## src/hdl/tcsi_pkg.sv

```systemverilog
// Package for the timer control, status and interrupt block.
// Assumes a 32-bit AXI4-Lite register bus, one 8-bit register per word.
package tcsi_pkg;
	// Byte addresses on the AXI4-Lite bus
	localparam logic [7:0] TCSI_OFS_CTRL_B = 8'h04;
	localparam logic [7:0] TCSI_OFS_CTRL_A = 8'h08;
	localparam logic [7:0] TCSI_OFS_STATUS = 8'h0C;
	localparam logic [7:0] TCSI_OFS_CAP1_HI = 8'h10;
	localparam logic [7:0] TCSI_OFS_CAP1_LO = 8'h14;
	localparam logic [7:0] TCSI_OFS_CMP1_HI = 8'h18;
	localparam logic [7:0] TCSI_OFS_CMP1_LO = 8'h1C;
	localparam logic [7:0] TCSI_OFS_CNT_HI = 8'h20;
	localparam logic [7:0] TCSI_OFS_CNT_LO = 8'h24;
	localparam logic [7:0] TCSI_OFS_ACNT_HI = 8'h28;
	localparam logic [7:0] TCSI_OFS_ACNT_LO = 8'h2C;
	localparam logic [7:0] TCSI_OFS_CAP2_HI = 8'h30;
	localparam logic [7:0] TCSI_OFS_CAP2_LO = 8'h34;
	localparam logic [7:0] TCSI_OFS_CMP2_HI = 8'h38;
	localparam logic [7:0] TCSI_OFS_CMP2_LO = 8'h3C;
	// Reset values
	localparam logic [7:0] TCSI_CTRL_RST = 8'h00;
	localparam logic [15:0] TCSI_CNT_RST = 16'hFFFC;
	localparam logic [15:0] TCSI_CMP_RST = 16'h8000;
	// Prescaler divide counts
	localparam logic [2:0] TCSI_DIV2 = 3'h1;
	localparam logic [2:0] TCSI_DIV4 = 3'h3;
	localparam logic [2:0] TCSI_DIV8 = 3'h7;
	// Status bit positions
	localparam int TCSI_F_CAP1 = 7;
	localparam int TCSI_F_CMP1 = 6;
	localparam int TCSI_F_OVF = 5;
	localparam int TCSI_F_CAP2 = 4;
	localparam int TCSI_F_CMP2 = 3;
	localparam int TCSI_F_FREEZE = 2;
	localparam logic [1:0] TCSI_RESP_OKAY = 2'h0;
	localparam logic [1:0] TCSI_RESP_SLVERR = 2'h2;

	typedef struct packed {
		logic capture_irq_en;
		logic compare_irq_en;
		logic overflow_irq_en;
		logic force_level2;
		logic force_level1;
		logic out_level2;
		logic cap1_edge_sel;
		logic out_level1;
	} tcsi_ctrl_a_t;

	typedef struct packed {
		logic cmp1_pin_en;
		logic cmp2_pin_en;
		logic single_pulse_sel;
		logic pulse_width_sel;
		logic [1:0] clk_sel;
		logic cap2_edge_sel;
		logic ext_clk_edge;
	} tcsi_ctrl_b_t;

	typedef struct packed {
		logic cap1;
		logic cap2;
		logic ext_clk;
	} tcsi_pins_t;

	typedef enum logic [1:0] {TCSI_CLK_DIV4, TCSI_CLK_DIV2, TCSI_CLK_DIV8, TCSI_CLK_EXT} tcsi_clk_t;
endpackage

```

## src/hdl/tcsi_timer.sv

```systemverilog
// Timer control, status and interrupt logic of a 16-bit free-running timer.
// Assumes an AXI4-Lite master on i_clock; pins are asynchronous and synchronised here.
`timescale 1ns/1ns
module tcsi_timer import tcsi_pkg::*; #(
	parameter bit HAS_EXT_CLK = 1'b1
) (
	input wire logic i_clock,
	input wire logic i_rst_n,
	input wire logic [7:0] i_awaddr,
	input wire logic i_awvalid,
	output logic o_awready,
	input wire logic [31:0] i_wdata,
	input wire logic [3:0] i_wstrb,
	input wire logic i_wvalid,
	output logic o_wready,
	output logic [1:0] o_bresp,
	output logic o_bvalid,
	input wire logic i_bready,
	input wire logic [7:0] i_araddr,
	input wire logic i_arvalid,
	output logic o_arready,
	output logic [31:0] o_rdata,
	output logic [1:0] o_rresp,
	output logic o_rvalid,
	input wire logic i_rready,
	input wire tcsi_pins_t i_pins,
	input wire logic i_irq_mask,
	input wire logic i_wait_state,
	output logic o_irq,
	output logic o_wake,
	output logic o_cmp1_out_pin,
	output logic o_cmp1_out_oe,
	output logic o_cmp2_out_pin,
	output logic o_cmp2_out_oe
);
	tcsi_ctrl_a_t ctrl_a;
	tcsi_ctrl_b_t ctrl_b;
	logic timer_freeze;
	logic [4:0] flags;
	logic [4:0] armed;
	logic [15:0] counter, cmp1_value, cmp2_value, cap1_value, cap2_value;
	logic [15:0] cmp1_act, cmp2_act;
	logic [7:0] cmp1_hi_buf, cmp2_hi_buf;
	logic cmp1_inhibit, cmp2_inhibit;
	logic [2:0] presc;
	logic level1, level2;
	logic pulse_run;
	tcsi_pins_t sync1, sync2, sync3;

	// Pin synchronisers; sync3 is the previous sampled level
	always_ff @(posedge i_clock or negedge i_rst_n) begin
		if (!i_rst_n) begin
			sync1 <= '0;
			sync2 <= '0;
			sync3 <= '0;
		end else begin
			sync1 <= i_pins;
			sync2 <= sync1;
			sync3 <= sync2;
		end
	end

	function automatic logic edge_hit(input logic now, input logic prev, input logic rise);
		edge_hit = rise ? (now & ~prev) : (~now & prev);
	endfunction

	logic cap1_edge, cap2_edge, ext_edge;
	assign cap1_edge = edge_hit(sync2.cap1, sync3.cap1, ctrl_a.cap1_edge_sel);
	assign cap2_edge = edge_hit(sync2.cap2, sync3.cap2, ctrl_b.cap2_edge_sel);
	assign ext_edge = edge_hit(sync2.ext_clk, sync3.ext_clk, ctrl_b.ext_clk_edge);

	logic pwm_mode, opm_mode;
	assign pwm_mode = ctrl_b.pulse_width_sel;
	assign opm_mode = ctrl_b.single_pulse_sel & ~ctrl_b.pulse_width_sel;

	// Bus handshake: write address and data accepted together
	logic wr_go, rd_go;
	logic [7:0] wa, ra;
	assign o_awready = i_awvalid & i_wvalid & ~o_bvalid;
	assign o_wready = o_awready;
	assign wr_go = o_awready;
	assign o_arready = ~o_rvalid;
	assign rd_go = i_arvalid & o_arready;
	assign wa = i_awaddr & 8'hFC;
	assign ra = i_araddr & 8'hFC;
	logic wr_en;
	assign wr_en = wr_go & i_wstrb[0];

	function automatic logic mapped(input logic [7:0] a);
		mapped = (a >= TCSI_OFS_CTRL_B) && (a <= TCSI_OFS_CMP2_LO);
	endfunction

	// Low-byte access (read or write) clears the armed flag, except at TCSI_OFS_ACNT_LO
	function automatic logic touched(input logic [7:0] ofs, input logic r, input logic w,
		input logic [7:0] rad, input logic [7:0] wad);
		touched = (r && rad == ofs) || (w && wad == ofs);
	endfunction

	// Timer tick
	logic tick;
	always_comb begin
		tick = 1'b0;
		case (tcsi_clk_t'(ctrl_b.clk_sel))
			TCSI_CLK_DIV4: tick = presc[1:0] == TCSI_DIV4[1:0];
			TCSI_CLK_DIV2: tick = presc[0] == TCSI_DIV2[0];
			TCSI_CLK_DIV8: tick = presc == TCSI_DIV8;
			TCSI_CLK_EXT: tick = HAS_EXT_CLK & ext_edge;
			default: tick = 1'b0;
		endcase
		if (timer_freeze)
			tick = 1'b0;
	end

	always_ff @(posedge i_clock or negedge i_rst_n) begin
		if (!i_rst_n)
			presc <= '0;
		else if (!timer_freeze)
			presc <= presc + 3'h1;
	end

	logic match1, match2;
	assign match1 = tick && counter == cmp1_act && !cmp1_inhibit;
	assign match2 = tick && counter == cmp2_act && !cmp2_inhibit;
	logic opm_start;
	assign opm_start = opm_mode & cap1_edge;

	// Counter
	always_ff @(posedge i_clock or negedge i_rst_n) begin
		if (!i_rst_n)
			counter <= TCSI_CNT_RST;
		else if (wr_en && (wa == TCSI_OFS_CNT_LO || wa == TCSI_OFS_ACNT_LO))
			counter <= TCSI_CNT_RST;
		else if (opm_start && !timer_freeze)
			counter <= TCSI_CNT_RST;
		else if (pwm_mode && match2)
			counter <= TCSI_CNT_RST;
		else if (tick)
			counter <= counter + 16'h0001;
	end

	// Compare registers; high write inhibits until low written; PWM loads at period end
	always_ff @(posedge i_clock or negedge i_rst_n) begin
		if (!i_rst_n) begin
			cmp1_value <= TCSI_CMP_RST;
			cmp2_value <= TCSI_CMP_RST;
			cmp1_hi_buf <= TCSI_CMP_RST[15:8];
			cmp2_hi_buf <= TCSI_CMP_RST[15:8];
			cmp1_inhibit <= 1'b0;
			cmp2_inhibit <= 1'b0;
		end else if (wr_en) begin
			case (wa)
				TCSI_OFS_CMP1_HI: begin
					cmp1_hi_buf <= i_wdata[7:0];
					cmp1_inhibit <= 1'b1;
				end
				TCSI_OFS_CMP1_LO: begin
					cmp1_value <= {cmp1_hi_buf, i_wdata[7:0]};
					cmp1_inhibit <= 1'b0;
				end
				TCSI_OFS_CMP2_HI: begin
					cmp2_hi_buf <= i_wdata[7:0];
					cmp2_inhibit <= 1'b1;
				end
				TCSI_OFS_CMP2_LO: begin
					cmp2_value <= {cmp2_hi_buf, i_wdata[7:0]};
					cmp2_inhibit <= 1'b0;
				end
				default: ;
			endcase
		end
	end

	always_ff @(posedge i_clock or negedge i_rst_n) begin
		if (!i_rst_n) begin
			cmp1_act <= TCSI_CMP_RST;
			cmp2_act <= TCSI_CMP_RST;
		end else if (!pwm_mode || match2 || counter == TCSI_CNT_RST) begin
			cmp1_act <= cmp1_value;
			cmp2_act <= cmp2_value;
		end
	end

	// Captures; cap1 not a capture in pulse modes
	always_ff @(posedge i_clock or negedge i_rst_n) begin
		if (!i_rst_n) begin
			cap1_value <= '0;
			cap2_value <= '0;
		end else begin
			if (cap1_edge && !pwm_mode)
				cap1_value <= opm_mode ? 16'hFFFD : counter;
			if (cap2_edge)
				cap2_value <= counter;
		end
	end

	// Output levels
	always_ff @(posedge i_clock or negedge i_rst_n) begin
		if (!i_rst_n) begin
			level1 <= 1'b0;
			level2 <= 1'b0;
			pulse_run <= 1'b0;
		end else if (pwm_mode) begin
			if (match2)
				level1 <= ctrl_a.out_level2;
			else if (match1)
				level1 <= ctrl_a.out_level1;
		end else if (opm_mode) begin
			if (opm_start && !timer_freeze) begin
				level1 <= ctrl_a.out_level2;
				pulse_run <= 1'b1;
			end else if (match1 && pulse_run) begin
				level1 <= ctrl_a.out_level1;
				pulse_run <= 1'b0;
			end
		end else begin
			pulse_run <= 1'b0;
			if (ctrl_a.force_level1)
				level1 <= ctrl_a.out_level1;
			else if (match1)
				level1 <= ctrl_a.out_level1;
			if (ctrl_a.force_level2)
				level2 <= ctrl_a.out_level2;
			else if (match2)
				level2 <= ctrl_a.out_level2;
		end
	end

	assign o_cmp1_out_pin = level1;
	assign o_cmp2_out_pin = level2;
	assign o_cmp1_out_oe = ctrl_b.cmp1_pin_en & ~timer_freeze;
	assign o_cmp2_out_oe = ctrl_b.cmp2_pin_en & ~timer_freeze & ~pwm_mode & ~opm_mode;

	// Flag events, order cap1 cmp1 ovf cap2 cmp2
	logic [4:0] set_ev, clr_ev;
	assign set_ev[4] = (cap1_edge && !pwm_mode) || (pwm_mode && match2);
	assign set_ev[3] = match1 && !pwm_mode && !opm_mode;
	assign set_ev[2] = tick && counter == 16'hFFFF;
	assign set_ev[1] = cap2_edge;
	assign set_ev[0] = match2 && !pwm_mode;
	assign clr_ev[4] = touched(TCSI_OFS_CAP1_LO, rd_go, wr_go, ra, wa);
	assign clr_ev[3] = touched(TCSI_OFS_CMP1_LO, rd_go, wr_go, ra, wa);
	assign clr_ev[2] = touched(TCSI_OFS_CNT_LO, rd_go, wr_go, ra, wa);
	assign clr_ev[1] = touched(TCSI_OFS_CAP2_LO, rd_go, wr_go, ra, wa);
	assign clr_ev[0] = touched(TCSI_OFS_CMP2_LO, rd_go, wr_go, ra, wa);

	logic status_rd;
	assign status_rd = rd_go && ra == TCSI_OFS_STATUS;

	always_ff @(posedge i_clock or negedge i_rst_n) begin
		if (!i_rst_n) begin
			flags <= '0;
			armed <= '0;
		end else begin
			flags <= set_ev | (flags & ~(clr_ev & armed)); // set wins
			if (status_rd)
				armed <= flags;
			else
				armed <= armed & ~clr_ev & flags;
		end
	end

	// Control registers
	always_ff @(posedge i_clock or negedge i_rst_n) begin
		if (!i_rst_n) begin
			ctrl_a <= TCSI_CTRL_RST;
			ctrl_b <= TCSI_CTRL_RST;
			timer_freeze <= 1'b0;
		end else if (wr_en) begin
			if (wa == TCSI_OFS_CTRL_A)
				ctrl_a <= i_wdata[7:0];
			if (wa == TCSI_OFS_CTRL_B)
				ctrl_b <= i_wdata[7:0];
			if (wa == TCSI_OFS_STATUS)
				timer_freeze <= i_wdata[TCSI_F_FREEZE];
		end
	end

	// Interrupt request and wake
	logic irq_raw;
	assign irq_raw = (ctrl_a.capture_irq_en & (flags[4] | flags[1]))
		| (ctrl_a.compare_irq_en & (flags[3] | flags[0]))
		| (ctrl_a.overflow_irq_en & flags[2]);
	assign o_irq = irq_raw & ~i_irq_mask;
	assign o_wake = irq_raw & i_wait_state;

	// Read data
	logic [7:0] rd_byte;
	always_comb begin
		case (ra)
			TCSI_OFS_CTRL_A: rd_byte = ctrl_a;
			TCSI_OFS_CTRL_B: rd_byte = ctrl_b;
			TCSI_OFS_STATUS: rd_byte = {flags, timer_freeze, 2'b00};
			TCSI_OFS_CAP1_HI: rd_byte = cap1_value[15:8];
			TCSI_OFS_CAP1_LO: rd_byte = cap1_value[7:0];
			TCSI_OFS_CMP1_HI: rd_byte = cmp1_value[15:8];
			TCSI_OFS_CMP1_LO: rd_byte = cmp1_value[7:0];
			TCSI_OFS_CNT_HI: rd_byte = counter[15:8];
			TCSI_OFS_CNT_LO: rd_byte = counter[7:0];
			TCSI_OFS_ACNT_HI: rd_byte = counter[15:8];
			TCSI_OFS_ACNT_LO: rd_byte = counter[7:0];
			TCSI_OFS_CAP2_HI: rd_byte = cap2_value[15:8];
			TCSI_OFS_CAP2_LO: rd_byte = cap2_value[7:0];
			TCSI_OFS_CMP2_HI: rd_byte = cmp2_value[15:8];
			TCSI_OFS_CMP2_LO: rd_byte = cmp2_value[7:0];
			default: rd_byte = 8'h00;
		endcase
	end

	always_ff @(posedge i_clock or negedge i_rst_n) begin
		if (!i_rst_n) begin
			o_rvalid <= 1'b0;
			o_rdata <= '0;
			o_rresp <= TCSI_RESP_OKAY;
		end else if (rd_go) begin
			o_rvalid <= 1'b1;
			o_rdata <= {24'h000000, rd_byte};
			o_rresp <= mapped(ra) ? TCSI_RESP_OKAY : TCSI_RESP_SLVERR;
		end else if (i_rready)
			o_rvalid <= 1'b0;
	end

	always_ff @(posedge i_clock or negedge i_rst_n) begin
		if (!i_rst_n) begin
			o_bvalid <= 1'b0;
			o_bresp <= TCSI_RESP_OKAY;
		end else if (wr_go) begin
			o_bvalid <= 1'b1;
			o_bresp <= mapped(wa) ? TCSI_RESP_OKAY : TCSI_RESP_SLVERR;
		end else if (i_bready)
			o_bvalid <= 1'b0;
	end

	// Checks
	irq_gate_a: assert property (@(posedge i_clock) disable iff (!i_rst_n)
		o_irq |-> !i_irq_mask && irq_raw) else $error("irq with mask set");
	cap_irq_a: assert property (@(posedge i_clock) disable iff (!i_rst_n)
		(ctrl_a.capture_irq_en && flags[1] && !i_irq_mask) |-> o_irq) else $error("cap irq missing");
	cmp_irq_a: assert property (@(posedge i_clock) disable iff (!i_rst_n)
		(!ctrl_a.compare_irq_en && !ctrl_a.capture_irq_en && !ctrl_a.overflow_irq_en) |-> !o_irq)
		else $error("irq while disabled");
	ovf_set_a: assert property (@(posedge i_clock) disable iff (!i_rst_n)
		set_ev[2] |=> flags[2] && counter == 16'h0000) else $error("overflow flag missed");
	freeze_hold_a: assert property (@(posedge i_clock) disable iff (!i_rst_n)
		(timer_freeze && !wr_go && !opm_start) |=> $stable(counter)) else $error("counter moved frozen");
	cnt_reset_a: assert property (@(posedge i_clock) disable iff (!i_rst_n)
		(wr_en && wa == TCSI_OFS_CNT_LO) |=> counter == 16'hFFFC) else $error("counter reset failed");
	clr_arm_a: assert property (@(posedge i_clock) disable iff (!i_rst_n)
		(clr_ev[2] && !armed[2] && flags[2]) |=> flags[2]) else $error("unarmed flag cleared");
	pwm_reload_a: assert property (@(posedge i_clock) disable iff (!i_rst_n)
		(pwm_mode && match2 && !wr_en) |=> counter == 16'hFFFC && flags[4]) else $error("pwm reload");
	div4_a: assert property (@(posedge i_clock) disable iff (!i_rst_n)
		(ctrl_b.clk_sel == 2'b00 && tick) |=> !(tick && ctrl_b.clk_sel == 2'b00) [*3])
		else $error("div4 tick spacing");
	force1_a: assert property (@(posedge i_clock) disable iff (!i_rst_n)
		(ctrl_a.force_level1 && !pwm_mode && !ctrl_b.single_pulse_sel) |=> level1 == $past(ctrl_a.out_level1))
		else $error("force level1");
endmodule

```

## config.mk

```make
export PLATFORM = sky130hd
export DESIGN_NAME = tcsi_timer
export DESIGN_NICKNAME = d
export VERILOG_FILES = /design/src/hdl/tcsi_pkg.sv /design/src/hdl/tcsi_timer.sv
export SDC_FILE = /design/constraint.sdc
export NUM_CORES = 1
export LEC_CHECK = 0
export BUFFER_PORTS_ARGS = -buffer_cell sky130_fd_sc_hd__buf_2
export CORE_MARGIN = 2
export CORE_UTILIZATION = 55
export CTS_CLUSTER_DIAMETER = 50
export DETAILED_ROUTE_END_ITERATION = 8
export GPL_ROUTABILITY_DRIVEN = 0
export HOLD_SLACK_MARGIN = 0.05
export PLACE_DENSITY = 0.72
export SYNTH_ARGS = -nofsm -noshare
export SYNTH_HDL_FRONTEND = slang
export SYNTH_SLANG_ARGS = --single-unit
```

## constraint.sdc

```tcl
create_clock -name i_clock -period 5.2 [get_ports i_clock]
set_input_delay 0 -clock i_clock [delete_from_list [all_inputs] [get_ports i_clock]]
set_output_delay 0 -clock i_clock [all_outputs]
set_load 0.05 [all_outputs]
```

==> impl_metrics.yaml, run 1 <==
die:
  die_x_um: 131
  start_util_pct: 56.2
  fp.coreArea_um2: 15900
  ioPinCount: 111
  dieArea_um2: 17300
  num_rows: 46
  die_h_um: 131
global_routing:
  grt-ovfl-total: 0
  grt_max_degree: 118
  track_usage_pct: 27.3
  antenna_found_initial: 0
  grt_pass1_wl_um: 35900
  grt_pass1_vias: 6416
critical_path:
  slowest_delay_ns: 0.49
  crit_start: "presc[0]"
  critPathSlowestCell: "o21a_1"
  crit_chain: "ha_1 > ha_1 > mux2i_1 > a21oi_1 > nand2_2 > o31a_1 > o21a_1 > buf_4 > mux2_1"
  crit_buf_inv: 1
  r2r_cells: 9
  critPathTopFamily: "compound AO/OA/AOI/OAI gates"
  crit_path_frequent_cell: "ha_1"
  critical_path_arrival_ns: 3.32
  path_max_fanout: 23
  required_ns: 5.52
  crit_path_end: "cmp2_act[11]"
  r2r-end: "cmp2_act[11]"
  crit-reg2reg-launch: "presc[0]"
  worst-setup-path-type: "reg -> reg"
  path_depth: 9
  endpoint_kind: "flop"
  startpoint_type: "flop"
  reg2reg_slack_ns: 2.20
pwr:
  switching_power_mw: 1.40
  vdd_ir_drop_max_v: 0.000277
  clkPwrFrac_pct: 30.9
  intPower_mw: 2.71
  p_seq_share_pct: 48.7
  powerDensity_nw_per_um2: 412
  combPwrFrac_pct: 20.4
  finalPower_mw: 4.11
  switching_share_pct: 34.1
  p_leak_nw: 4.70
sta:
  setup_slack_ns: 2.20
  skew_ns: 0.0110
  period_minus_slack_ns: 3.00
  setup_viol: 0
  tightest_slew_ns: 1.34
  hold_viol_final: 0
  rsz0062_at_grt: "no"
  fmax_ghz: 0.333
  slew_viol_final: 0
  period_share_pct: 57.7
  tns_ns: 0
  slew_headroom_pct: 10.7
clock_tree:
  ctsRootBufferMaster: "clkbuf_16"
  clk_path_buf_depth: 2
  worstSkewPairLatency_ns: 0.44
  cts_setup_buffers: 0
  cts_resized: 0
  clkTransAtPathRegs_ns: 0.07
  cts_buffers: 17
  htreeDepth: 4
  clock_sinks: 184
  cts_tree: "yes"
cells_and_area:
  final_common_cell: "dfrtp_1"
  multiInputGateArea_um2: 3880
  fin_nets: 884
  diodes: 0
  seqCellArea_um2: 4630
  final_cells: 1045
  post_route_cells_drive_above_1_share_pct: 26.1
  final_cell_mix: "164 x dfrtp_1, 82 x mux2_2, 60 x nor2_1"
  fill_cells: 1244
  area_delta_synth_final_pct: 11.6
routing:
  dr.pass1.iters: 6
  avgRoutedWirePerCell_um: 21.8
  post-route-drc-count: 0
  drt_iter0_markers: 563
  via_per_inst: 6.05
  postRouteAntennaNets: 0
  num_vias: 6326
  drt_wl_total_um: 22700
yosys:
  ys.flop_type: "dfrtp_1"
  synth_seq_area_share_pct: 51.8
  synth-edff-count: 0
  syn-instance-count: 764
  avgSynthCellArea_um2: 11.7
  yosys_register_bits: 184
  async_reset_ff_share_pct: 100
  yosysWarnings: 0
  ys_top_cells_by_area: "dfrtp_1 46%, mux2_2 10%, dfstp_2 5.9%, mux2_1 3.8%, xor2_1 2.9%"
  synth.top_cell.area_share_pct: 45.9
  ys_types: 69
  syn_area_um2: 8930
  yosys.area.top_type: "dfrtp_1"
placement:
  io_buffers: 53
  place_ws_ns: 2.22
  dpl.hpwl_um: 15700
  dpl.cell_count: 991
job:
  drv_cap: 0
status:
  outcome: "completed"
min_path:
  hold_path.class: "in -> reg"
worst min-delay path, cell delays in order:
cell	delay [ns]
buf_2	0.08
nand2_1	0.19
nand2_1	0.13
nand2_1	0.05
state kept, by name, summed over array words and instances, names as in the netlist, 8 cells and up:
register and flops:
cap1_value 16, cmp1_value 16, counter 16, cap2_value 16, cmp1_hi_buf 8, cmp2_value 16, cmp2_hi_buf 8, ctrl_a 8
cmp2_act 16, o_rdata 8, cmp1_act 16
power by group through the flow:
| stage | sequential [mW] | clock, mW | combinational, mW |
|---|---|---|---|
| after floorplan | 1.83 | 0 | 0.787 |
| after global placement | 2.00 | 0 | 0.784 |
| after detailed placement | 2.02 | 0 | 0.817 |
| after CTS | 1.99 | 1.29 | 0.839 |
| after global routing | 2.03 | 1.34 | 0.919 |
| final | 2.00 | 1.27 | 0.839 |
kinds of logic after synthesis:
family                   count (synthesis)  share of synthesized area (%)
other                                    1                         0.0420
XOR/XNOR                                48                           4.87
multiplexers                           134                           17.7
buffers and inverters                   92                           5.95
AND/OR/NAND/NOR                        191                           10.7
adder cells (fa/ha/maj)                  4                          0.560
flip-flops                             184                           51.8
AO/OA/AOI/OAI                          110                           8.35
how the worst min path moves through the flow:
| stage | to | slack, ns | start | cells past startpoint |
|---|---|---|---|---|
| 3_5_place_dp | sync1[2] | 0.11 | i_pins[2] | 1 |
| 3_3_place_gp | sync1[2] | 0.11 | i_pins[2] | 1 |
| 6_report | o_rdata[4] | 0.06 | i_arvalid | 4 |
| 5_1_grt | counter[1] | 0.09 | i_awaddr[2] | 3 |
| 2_1_floorplan | armed[0] | -0.30 | i_rst_n | 0 |
| 4_1_cts | o_rdata[4] | 0.06 | i_arvalid | 4 |
synth_stat cells (all sizes together) (3+ instances only):
master / number
a22oi: 7
a21o: 3
o2bb2ai: 4
and4: 3
dfrtp: 164
a31oi: 5
ha: 4
a21oi: 27
clkbuf: 19
o2111ai: 3
mux2i: 14
or4: 3
mux4: 8
nand2: 54
a22o: 9
inv: 19
nand3: 11
nor2b: 10
buf: 54
or3: 3
a222oi: 6
and3: 4
nor4: 7
and2: 4
dfstp: 20
nor2: 61
nor3: 5
mux2: 112
nor4b: 5
o21ai: 26
a32oi: 4
xnor2: 18
nand3b: 6
nand4: 7
xor2: 30
layer usage:
layer | GRT usage, % | share of wire, % | vias up
met5 | 0 | 0 | -
met4 | 10.3 | 2.7 | 0
met3 | 6.44 | 8.6 | 50
met2 | 44.0 | 48 | 294
met1 | 36.1 | 41 | 3221
li1 | - | - | 2761
cell type report:
class / count / area share (%)
Inverter: 19 / 0.715
Timing Repair Buffer: 81 / 5.38
Clock inverter: 15 / 1.57
Sequential cell: 184 / 46.4
Multi-Input combinational cell: 513 / 38.9
Tap cell: 216 / 2.71
Clock buffer: 17 / 4.27
timing repair:
action                                  in CTS  in global routing
endpoints found under the setup margin       0                  0
hold endpoints to repair                   146                  0
hold buffers                                22                  0
through the flow:
| step | util [%] | hold slack (ns) | instance area [µm²] |
|---|---|---|---|
| 6_report | 62.8 | 0.0625 | 9970 |
| 5_1_grt | 62.8 | 0.0920 | 9970 |
| 4_1_cts | 62.8 | 0.0573 | 9970 |
| 3_5_place_dp | 57.7 | 0.110 | 9170 |
| 3_3_place_gp | 57.7 | 0.107 | 9170 |
| 2_1_floorplan | - | -0.296 | 9030 |
Note: power is estimated with default switching activity, not from simulation.
==> run 2, diff against run 1 <==
--- a/config.mk
+++ b/config.mk
@@ -5,14 +5,15 @@
 export SDC_FILE = /design/constraint.sdc
 export NUM_CORES = 1
 export LEC_CHECK = 0
+export ABC_AREA = 1
 export BUFFER_PORTS_ARGS = -buffer_cell sky130_fd_sc_hd__buf_2
 export CORE_MARGIN = 2
-export CORE_UTILIZATION = 55
+export CORE_UTILIZATION = 53
 export CTS_CLUSTER_DIAMETER = 50
 export DETAILED_ROUTE_END_ITERATION = 8
 export GPL_ROUTABILITY_DRIVEN = 0
 export HOLD_SLACK_MARGIN = 0.05
-export PLACE_DENSITY = 0.72
+export PLACE_DENSITY = 0.73
 export SYNTH_ARGS = -nofsm -noshare
 export SYNTH_HDL_FRONTEND = slang
 export SYNTH_SLANG_ARGS = --single-unit
==> constraint.sdc (replaced) <==
create_clock -name i_clock -period 2.6 [get_ports i_clock]
set_input_delay 0 -clock i_clock [delete_from_list [all_inputs] [get_ports i_clock]]
set_output_delay 0 -clock i_clock [all_outputs]
set_load 0.05 [all_outputs]
==> run 2 against run 1 <==
Final area rose by 4.0%. Critical path depth did not move. Clock skew fell by 0.0026 ns. Sequential share of layout area fell by 1.8 points. Via count rose by 23%. Critical path type unchanged. Sequential power rose by 86%. Clock power rose by 100%. Largest power group unchanged. Largest cell class unchanged. Setup slack got worse by 2.0 ns. Non-clock buffer count rose by 32. Synthesized area rose by 0.84%. Die area rose by 4.5%.
==> impl_metrics.yaml, run 2 <==
routing:
  avgRoutedWirePerCell_um: 18.6
  dr.pass1.iters: 7
  via_per_inst: 5.68
  num_vias: 7812
  postRouteAntennaNets: 0
  drt_wl_total_um: 25600
  post-route-drc-count: 0
  drt_iter0_markers: 1094
yosys:
  syn_area_um2: 9010
  synth.most_common_cell: "nand2_1"
  async_reset_ff_share_pct: 100
  synth.top_cell.area_share_pct: 45.6
  avgSynthCellArea_um2: 8.59
  synth-edff-count: 0
  ys_top_cells_by_area: "dfrtp_1 46%, nand2_1 10%, o21ai_0 6.4%, dfstp_2 5.8%, inv_1 5.3%"
  yosys_register_bits: 184
  ys.flop_type: "dfrtp_1"
  yosys.area.top_type: "dfrtp_1"
  synth_seq_area_share_pct: 51.4
  syn-instance-count: 1049
  ys_top_cells_by_count: "250 x nand2_1, 164 x dfrtp_1, 127 x inv_1"
  yosysWarnings: 0
  ys_types: 51
cells_and_area:
  final_cell_mix: "250 x nand2_1, 164 x dfrtp_1, 127 x inv_1"
  fin_nets: 1211
  diodes: 0
  final_common_cell: "nand2_1"
  area_delta_synth_final_pct: 15.1
  post_route_cells_drive_above_1_share_pct: 15.7
  fill_cells: 1422
clock_tree:
  htreeDepth: 4
  worstSkewPairLatency_ns: 0.44
  clkTransAtPathRegs_ns: 0.07
  cts_setup_buffers: 0
  ctsRootBufferMaster: "clkbuf_16"
  cts_resized: 0
  ctsHoldBuffers: 28
  cts_buffers: 17
  clk_path_buf_depth: 2
  cts_tree: "yes"
  clock_sinks: 184
critical_path:
  endpoint_kind: "flop"
  startpoint_type: "flop"
  worst-setup-path-type: "reg -> reg"
  required_ns: 2.92
  critical_path_arrival_ns: 2.70
  path_max_fanout: 13
global_routing:
  grt_pass1_vias: 7348
  grt_pass1_wl_um: 40400
  antenna_found_initial: 0
  track_usage_pct: 29.8
  grt_max_degree: 77
  grt-ovfl-total: 0
pwr:
  powerDensity_nw_per_um2: 791
  vdd_ir_drop_max_v: 0.000548
  finalPower_mw: 8.20
  p_leak_nw: 5.12
sta:
  skew_ns: 0.00835
  fmax_ghz: 0.420
  period_minus_slack_ns: 2.38
  tns_ns: 0
  hold_viol_final: 0
  setup_viol: 0
  period_share_pct: 91.5
  slew_viol_final: 0
  slew_headroom_pct: 38.1
  rsz0062_at_grt: "no"
  tightest_slew_ns: 0.925
  setup_slack_ns: 0.220
min_path:
  hold_path.class: "in -> reg"
die:
  die_h_um: 134
  dieArea_um2: 18100
  fp.coreArea_um2: 16600
  ioPinCount: 111
  num_rows: 47
  start_util_pct: 54.3
  die_x_um: 134
placement:
  dpl.hpwl_um: 18600
  place_ws_ns: 0.267
  io_buffers: 53
status:
  outcome: "completed"
job:
  drv_cap: 0
[run 2: changes by cell type after synthesis, sizes merged, moves of 9 or more]
cell / previous run / this run
nand2: 54 / 252
inv: 19 / 131
o21ai: 26 / 134
mux2: 112 / 24
nand3: 11 / 58
xor2: 30 / 8
o22ai: 1 / 19
mux2i: 14 / 0
xnor2: 18 / 4
nor2b: 10 / 0
a22o: 9 / 0
[run 2: cell type report]
| class | instances | area (µm²) | area share [%] |
|---|---|---|---|
| Timing Repair Buffer | 113 | 820 | 7.90 |
| Tap cell | 220 | 275 | 2.65 |
| Inverter | 134 | 503 | 4.85 |
| Clock buffer | 19 | 453 | 4.37 |
| Clock inverter | 13 | 134 | 1.29 |
| Sequential cell | 184 | 4630 | 44.6 |
| Multi-Input combinational cell | 693 | 3560 | 34.3 |
[run 2: cells by family after synthesis]
group	after synthesis	synth area share, %
other cells	1	0.0416
xor+xnor	12	1.17
simple gates	402	18.8
fa+ha+maj	4	0.556
compound gates	225	14.8
mux	24	3.00
buf+inv	197	10.2
flops	184	51.4
[run 2: metrics by stage]
| step | cells | cell area, µm² | util (%) | hold WS, ns |
|---|---|---|---|---|
| floorplan | 1074 | 9100 | - | -0.296 |
| global placement | 1316 | 9500 | 57.3 | 0.0704 |
| detailed placement | 1316 | 9500 | 57.3 | 0.0688 |
| CTS | 1376 | 10400 | 62.5 | 0.0687 |
| global route | 1376 | 10400 | 62.5 | 0.103 |
| finish | 1376 | 10400 | 62.5 | 0.0763 |
[run 2: power breakdown]
part           total (mW)  switching, mW  internal, mW
clock network        2.60           1.20          1.40
registers            3.73          0.404          3.33
logic                1.87           1.28         0.591
[run 2: worst max-delay path, stage by stage, from the launching register on]
cell	delay, ns
dfstp_2	0.63
inv_1	0.17
nand2_1	0.09
nand3_1	0.08
nor2_1	0.10
nand3_1	0.09
nor2_2	0.26
nand2_2	0.14
nand3_2	0.31
mux2_1	0.37
[run 2: routing by layer]
| metal | vias to the layer above | global-route usage, % | wire, µm |
|---|---|---|---|
| met1 | 3687 | 42.4 | 10800 |
| met3 | 86 | 6.92 | 2630 |
| met5 | - | 0 | 0 |
| met2 | 442 | 43.9 | 11100 |
| met4 | 0 | 13.0 | 1110 |
| li1 | 3597 | - | - |
[run 2: path summary, 6_finish.rpt]
check	startpoint	end	slack, ns	depth (start not counted)
setup / recovery	counter[5]	cmp2_act[14]	0.22	9
hold / removal	i_awaddr[7]	timer_freeze	0.08	6
setup reg to reg	counter[5]	cmp2_act[14]	0.22	9
hold reg to reg	sync1[1]	sync2[1]	0.35	0
max in group asynchronous	i_rst_n	ctrl_b[7]	1.62	3
min in group asynchronous	i_rst_n	cmp2_value[10]	0.15	2
